[config.mk]
export PLATFORM = sky130hd
export DESIGN_NAME = serial_latch_master_flat
export DESIGN_NICKNAME = d
export VERILOG_FILES = /design/src/hw/serial_latch_pkg.sv /design/src/hw/serial_latch_if.sv /design/src/hw/serial_latch_master.sv /design/src/hw/word_fifo.sv /design/src/flat_wrapper.sv
export SDC_FILE = /design/constraint.sdc
export NUM_CORES = 1
export LEC_CHECK = 0
export BUFFER_PORTS_ARGS = -buffer_cell sky130_fd_sc_hd__buf_4
export CORE_UTILIZATION = 26
export DETAILED_ROUTE_END_ITERATION = 8
export GPL_ROUTABILITY_DRIVEN = 0
export PLACE_DENSITY = 0.4
export REMOVE_ABC_BUFFERS = 1
export SYNTH_ARGS = -nofsm -noshare
export SYNTH_HDL_FRONTEND = slang
export SYNTH_HIERARCHICAL = 1
export SYNTH_SLANG_ARGS = --single-unit
[constraint.sdc]
create_clock -name clock_in -period 3 [get_ports clock_in]
set_input_delay 0.75 -clock clock_in [delete_from_list [all_inputs] [get_ports clock_in]]
set_output_delay 0.75 -clock clock_in [all_outputs]
set_load 0.1 [all_outputs]
[src/hw/serial_latch_pkg.sv]
// Purpose: shared constants for the serial converter input latch link
// Assumes: one 125 MHz system clock on both ends
// Notes: link clock is sampled, never used as a clock
package serial_latch_pkg;
  localparam int WORD_W = 16;
  localparam int CNT_W = 5;
  localparam int SEG_N = 15;
  localparam int SEG_BITS = 4;
  localparam int LADDER_N = 12;
  localparam logic [WORD_W-1:0] MID_SCALE = 16'h8000;
  localparam int CLK_PERIOD_NS = 8;
  // serial clock half period of the master, in ns, rounded up to system cycles
  localparam int SCLK_HALF_NS = 80;
  localparam int SCLK_HALF_CYC = (SCLK_HALF_NS + CLK_PERIOD_NS - 1) / CLK_PERIOD_NS;
  // select-high to load-strobe delay and strobe width
  localparam int LOAD_DELAY_NS = 30;
  localparam int LOAD_DELAY_CYC = (LOAD_DELAY_NS + CLK_PERIOD_NS - 1) / CLK_PERIOD_NS;
  localparam int LOAD_WIDTH_NS = 30;
  localparam int LOAD_WIDTH_CYC = (LOAD_WIDTH_NS + CLK_PERIOD_NS - 1) / CLK_PERIOD_NS;
  localparam int TMR_W = 8;
  localparam logic [CNT_W-1:0] BITS_PER_WORD = 5'h10;
  localparam int FIFO_DEPTH = 4;
endpackage

[src/hw/serial_latch_if.sv]
// Purpose: link wires between master and converter front end
// Assumes: all signals are plain single-driver wires
// Notes: no two-way pins on this link
`timescale 1ns/100ps
`default_nettype none
interface serial_latch_if;
  logic sclk;
  logic sdi;
  logic frame_sel_n;
  logic latch_load_n;
  modport master (output sclk, output sdi, output frame_sel_n, output latch_load_n);
  modport device (input sclk, input sdi, input frame_sel_n, input latch_load_n);
endinterface
`default_nettype wire

[src/hw/serial_latch_master.sv]
// Purpose: bus master end, sends queued 16-bit words
// Assumes: serial clock made by dividing clock_in
// Notes: strobe mode selects pulsed load or permanently low
`timescale 1ns/100ps
`default_nettype none
module serial_latch_master
(
  // clock and reset
  input wire logic clock_in,
  input wire logic rst_in,
  // user words
  input wire logic word_valid_in,
  output logic word_ready_out,
  input wire logic [serial_latch_pkg::WORD_W-1:0] word_in,
  input wire logic load_tied_low_in,
  output logic busy_out,
  // link
  serial_latch_if.master link
);
  import serial_latch_pkg::*;
  typedef enum logic [2:0] {
    M_IDLE = 3'b000, M_LEAD = 3'b001, M_LOW = 3'b010, M_HIGH = 3'b011,
    M_GAP = 3'b100, M_LOAD = 3'b101, M_END = 3'b110
  } mstate_t;
  mstate_t st_ff, nxt_st;
  logic [WORD_W-1:0] sh_ff, nxt_sh;
  logic [CNT_W-1:0] bits_ff, nxt_bits;
  logic [TMR_W-1:0] tmr_ff, nxt_tmr;
  logic sclk_ff, nxt_sclk, cs_n_ff, nxt_cs_n, ld_n_ff, nxt_ld_n;
  logic f_valid, f_ready;
  logic [WORD_W-1:0] f_data;

  word_fifo #(.WIDTH(WORD_W), .DEPTH(FIFO_DEPTH)) u_fifo (
    .clock_in(clock_in), .rst_in(rst_in),
    .in_valid_in(word_valid_in), .in_ready_out(word_ready_out), .in_data_in(word_in),
    .out_valid_out(f_valid), .out_ready_in(f_ready), .out_data_out(f_data)
  );

  always_comb
  begin
    nxt_st = st_ff;
    nxt_sh = sh_ff;
    nxt_bits = bits_ff;
    nxt_tmr = (tmr_ff != '0) ? tmr_ff - 1'b1 : tmr_ff;
    nxt_sclk = sclk_ff;
    nxt_cs_n = cs_n_ff;
    nxt_ld_n = load_tied_low_in ? 1'b0 : 1'b1;
    f_ready = 1'b0;
    unique case (st_ff)
      M_IDLE:
      begin
        if (f_valid)
        begin
          f_ready = 1'b1;
          nxt_sh = f_data;
          nxt_bits = '0;
          nxt_cs_n = 1'b0;
          nxt_tmr = TMR_W'(SCLK_HALF_CYC - 1);
          nxt_st = M_LEAD;
        end
      end
      M_LEAD, M_HIGH:
      begin
        if (tmr_ff == '0)
        begin
          // the frame never closes early, so every word carries all its bits
          if (bits_ff == BITS_PER_WORD)
          begin
            nxt_cs_n = 1'b1;
            nxt_tmr = TMR_W'(LOAD_DELAY_CYC - 1);
            nxt_st = M_GAP;
          end
          else
          begin
            nxt_sclk = 1'b0;
            // data moves on the falling edge so it is stable at the rising one;
            // the first bit is already on the pin from the load in idle
            if (st_ff == M_HIGH)
            begin
              nxt_sh = {sh_ff[WORD_W-2:0], 1'b0};
            end
            nxt_tmr = TMR_W'(SCLK_HALF_CYC - 1);
            nxt_st = M_LOW;
          end
        end
      end
      M_LOW:
      begin
        if (tmr_ff == '0)
        begin
          nxt_sclk = 1'b1;
          nxt_bits = bits_ff + 1'b1;
          nxt_tmr = TMR_W'(SCLK_HALF_CYC - 1);
          nxt_st = M_HIGH;
        end
      end
      M_GAP:
      begin
        if (tmr_ff == '0)
        begin
          nxt_ld_n = 1'b0;
          nxt_tmr = TMR_W'(LOAD_WIDTH_CYC - 1);
          nxt_st = M_LOAD;
        end
      end
      M_LOAD:
      begin
        nxt_ld_n = 1'b0;
        if (tmr_ff == '0)
        begin
          nxt_ld_n = load_tied_low_in ? 1'b0 : 1'b1;
          nxt_tmr = TMR_W'(LOAD_DELAY_CYC - 1);
          nxt_st = M_END;
        end
      end
      M_END:
      begin
        if (tmr_ff == '0)
        begin
          nxt_st = M_IDLE;
        end
      end
      default:
      begin
        nxt_st = M_IDLE;
      end
    endcase
  end

  always_ff @(posedge clock_in or posedge rst_in)
  begin
    if (rst_in)
    begin
      st_ff <= M_IDLE;
      sh_ff <= '0;
      bits_ff <= '0;
      tmr_ff <= '0;
      sclk_ff <= 1'b1;
      cs_n_ff <= 1'b1;
      ld_n_ff <= 1'b1;
    end
    else
    begin
      st_ff <= nxt_st;
      sh_ff <= nxt_sh;
      bits_ff <= nxt_bits;
      tmr_ff <= nxt_tmr;
      sclk_ff <= nxt_sclk;
      cs_n_ff <= nxt_cs_n;
      ld_n_ff <= nxt_ld_n;
    end
  end

  assign link.sclk = sclk_ff;
  assign link.sdi = sh_ff[WORD_W-1];
  assign link.frame_sel_n = cs_n_ff;
  assign link.latch_load_n = ld_n_ff;
  assign busy_out = st_ff != M_IDLE;
endmodule // serial_latch_master
`default_nettype wire

[src/hw/word_fifo.sv]
// Purpose: small word FIFO with valid/ready on both sides
// Assumes: single clock
// Notes: depth must be a power of two
`timescale 1ns/100ps
`default_nettype none
module word_fifo #(
  parameter int WIDTH = 16,
  parameter int DEPTH = 4
) (
  // clock and reset
  input wire logic clock_in,
  input wire logic rst_in,
  // fill side
  input wire logic in_valid_in,
  output logic in_ready_out,
  input wire logic [WIDTH-1:0] in_data_in,
  // drain side
  output logic out_valid_out,
  input wire logic out_ready_in,
  output logic [WIDTH-1:0] out_data_out
);
  localparam int AW = $clog2(DEPTH);
  logic [WIDTH-1:0] mem_ff [DEPTH];
  logic [AW:0] wr_ff, rd_ff, nxt_wr, nxt_rd;
  logic push, pop;

  always_comb
  begin
    in_ready_out = (wr_ff - rd_ff) != (AW+1)'(DEPTH);
    out_valid_out = wr_ff != rd_ff;
    push = in_valid_in && in_ready_out;
    pop = out_valid_out && out_ready_in;
    nxt_wr = push ? wr_ff + 1'b1 : wr_ff;
    nxt_rd = pop ? rd_ff + 1'b1 : rd_ff;
    out_data_out = mem_ff[rd_ff[AW-1:0]];
  end

  always_ff @(posedge clock_in or posedge rst_in)
  begin
    if (rst_in)
    begin
      wr_ff <= '0;
      rd_ff <= '0;
    end
    else
    begin
      wr_ff <= nxt_wr;
      rd_ff <= nxt_rd;
    end
  end

  // storage carries no reset; only pointers define contents
  always_ff @(posedge clock_in)
  begin
    if (push)
    begin
      mem_ff[wr_ff[AW-1:0]] <= in_data_in;
    end
  end
endmodule // word_fifo
`default_nettype wire

[src/flat_wrapper.sv]
// flat-port wrapper written by rule: the top's interface ports become plain ports
module serial_latch_master_flat import serial_latch_pkg::*;
  (clock_in, rst_in, word_valid_in, word_ready_out, word_in, load_tied_low_in, busy_out, link_sclk, link_sdi, link_frame_sel_n, link_latch_load_n);
  serial_latch_if link_i ();
  input wire logic clock_in;
  input wire logic rst_in;
  input wire logic word_valid_in;
  output logic word_ready_out;
  input wire logic [serial_latch_pkg::WORD_W-1:0] word_in;
  input wire logic load_tied_low_in;
  output logic busy_out;
  output wire logic [$bits(link_i.sclk)-1:0] link_sclk;
  output wire logic [$bits(link_i.sdi)-1:0] link_sdi;
  output wire logic [$bits(link_i.frame_sel_n)-1:0] link_frame_sel_n;
  output wire logic [$bits(link_i.latch_load_n)-1:0] link_latch_load_n;
  assign link_sclk = link_i.sclk;
  assign link_sdi = link_i.sdi;
  assign link_frame_sel_n = link_i.frame_sel_n;
  assign link_latch_load_n = link_i.latch_load_n;
  serial_latch_master u_core (.clock_in(clock_in), .rst_in(rst_in), .word_valid_in(word_valid_in), .word_ready_out(word_ready_out), .word_in(word_in), .load_tied_low_in(load_tied_low_in), .busy_out(busy_out), .link(link_i));
endmodule
==> impl_metrics.toml <==
[outcome]
status = "finished, final reports clean"

[clock_network]
cts_buffer_depth = 2
cts_buffers = 9
ctsHoldBuffers = 0
clkTransAtPathRegs_ns = 0.07
postCtsSetupRepairBufs = 0
cts_root_buf = "clkbuf_16"
clk_latency_ns = 0.35
cts_tree = "built"
clkSinkCount = 105
cts_resized = 0
htreeDepth = 3

[routing]
wirelength_mm = 9.07
wl_per_cell_um = 16.3
drtIter0Drc = 150
vias_per_cell = 4.38
first_pass_iters = 4
drc = 0
drt.antenna.violating_nets = 0
vias = 2433

[setup_path]
timing.rr.start = "u_core/tmr_ff[0]"
r2r_setup_slack_ns = 0.49
r2r_end = "u_core/tmr_ff[0]"
crit_path_start = "u_core/u_fifo/wr_ff[0]"
worst_ep_arrival_time_ns = 1.83
r2r_cells = 8
slowest_stage = "dfrtp_1"
crit_type = "reg2out"
worst-path-max-fanout = 4
worstPathCellList = "inv_1 > ha_1 > nor2b_1 > xnor2_2 > nand3_1 > buf_4"
max_stage_delay_ns = 0.40
startpoint_type = "flop"
crit_path_end_kind = "primary output"
required_ns = 2.25

[grt]
grt_start_max_net_pins = 36
track_usage = 0.108
grt_pass1_vias = 2530
overflow = 0
antenna_found_initial = 0
grt_pass1_wl_mm = 14.6

[power_and_ir_drop]
powerDensity_nw_per_um2 = 961
seqPwrFrac = 0.425
p_leak_nw = 2.01
ir_worst_vdd_mv = 0.321
pwr-share-clk = 0.212
power_switching_mw = 1.77
intPower_mw = 3.39
comb_power_share = 0.363
p_sw_frac = 0.344

[placed_design]
placed_cell_area_um2 = 5100
hpwl_mm = 5.65
io_buffer_count = 25
pre_cts_slack_ns = 0.477

[timing]
worst_slew_pin_slew_ns = 0.733
timing.final.crit_share = 0.861
setup_slack_ns = 0.416
slew-limit-headroom = 0.510
worst_hold_slack_ns = 0.333
layout_min_cycle_time_ns = 2.58
setup_viol = 0
hold_viol_final = 0
max_freq_ghz = 0.387
tns_ns = 0
slew_viol_final = 0
clock_skew_ns = 0.00965
rsz0062_at_grt = "false"

[job]
drv_cap = 0

[logic_synthesis]
synth_largest_area_cell = "edfxtp_1"
ys_top_cells_by_area = "edfxtp_1 41%, dfrtp_1 20%, mux4_2 7.7%"
synthCells = 294
seq_area_frac_synth = 0.632
ys_ff_latch = 105
synth-simple-area-share = 0.0621
synth_area_um2 = 4670
synth_top_family_by_area = "multiplexers"
synth-compound-area-share = 0.0493
ys.warnings.count = 6
synth.avg_cell_area_um2 = 15.9
post-synth-top-count-cell = "edfxtp_1"
synthMuxAreaShare = 0.167
synth_top_cell_area_share = 0.411
synth-edff-count = 64
synth-main-ff-cell = "edfxtp_1"
synth_common_cells = "64 x edfxtp_1, 38 x dfrtp_1, 22 x mux2_2"
async_reset_ff_frac = 0.390
synth_xor_area_frac = 0.0257
synth.distinct_cells = 50
synthAdderAreaFrac = 0.0295

[floorplanning]
rows = 48
die_w_um = 136
start_util = 0.268
die_area_um2 = 18500
dieHeight_um = 136
coreArea_um2 = 17400
pin_count = 26

[cells_and_area]
post-route-util = 0.308
drive_gt1_frac = 0.324
n_antenna_cell = 0
fin_area_um2 = 5370
synthToLayoutAreaGrowth_pct = 14.9
nets = 356

[hold_path]
min_path_type = "in2async"
-- flip-flops by register name, indices dropped and copies added, names as in the netlist --
signal                    cells
u_core/bits_ff                5
u_core/link.frame_sel_n       1
u_core/link.latch_load_n      1
u_core/link.sclk              1
u_core/sh_ff                 16
u_core/st_ff                  3
u_core/tmr_ff                 8
u_core/u_fifo/mem_ff         64
u_core/u_fifo/rd_ff           3
u_core/u_fifo/wr_ff           3
-- routing by layer --
layer,wire length [um],vias up,global-route usage,share of wire
met5,0,-,0,0
met4,136,0,0.0444,0.015
met3,221,9,0.0261,0.024
met2,4330,23,0.171,0.48
met1,4380,1242,0.142,0.48
li1,-,1159,-,-
-- logic make-up (layout without fill, tap and decap cells) --
kind of cell	count (synthesis)	after routing
flops	105	105
simple gates	54	54
mux	50	50
compound gates	32	32
fa+ha+maj	11	11
xor+xnor	12	12
buf+inv	30	66
-- through the flow --
stage / cells / power [mW]
2_1_floorplan: 281 / 3.60
3_3_place_gp: 539 / 4.14
3_5_place_dp: 539 / 4.14
4_1_cts: 555 / 5.27
5_1_grt: 555 / 5.49
6_report: 555 / 5.16
-- power groups by stage --
stage	Sequential, mW	Combinational (mW)	Clock (mW)
floorplan	2.30	1.30	0
global placement	2.22	1.91	0
detailed placement	2.23	1.92	0
CTS	2.20	1.93	1.15
global route	2.24	2.06	1.19
finish	2.19	1.87	1.10
-- layout by cell type, fill, tap and decap left out, types with 5 or more instances in the layout --
cell type	Yosys	layout
edfxtp_1	64	64
nor2_1	13	13
ha_1	11	11
o21ai_0	12	12
mux2_4	10	10
buf_4	1	33
dfrtp_1	38	38
nor3_1	6	6
clkbuf_16	0	9
xnor2_1	6	6
nand3_1	5	5
mux4_2	16	16
mux2_2	22	22
nand2_1	9	9
inv_1	16	16
-- area by class of cell --
type	count	area (um2)
Clock buffer	12	236
Clock inverter	4	30.0
Fill cell	1749	12000
Inverter	17	63.8
Multi-Input combinational cell	159	1560
Sequential cell	105	2950
Tap cell	225	282
Timing Repair Buffer	33	248
-- worst max-delay path, delay by kind of cell, from the launching register on --
kind,cells,cell delay [ns]
XOR/XNOR,1,0.19
adder cells (fa/ha/maj),1,0.17
buffers and inverters,2,0.39
flip-flops,1,0.40
AND/OR/NAND/NOR,2,0.34
-- worst max path at each step --
| stage | to | cells past startpoint |
|---|---|---|
| after CTS | word_ready_out | 6 |
| after global routing | u_core/tmr_ff[0] | 8 |
| after floorplan | word_ready_out | 4 |
| final | word_ready_out | 6 |
| after global placement | u_core/tmr_ff[0] | 8 |
| after detailed placement | u_core/tmr_ff[0] | 8 |
Power figures use the tool's default switching activity.
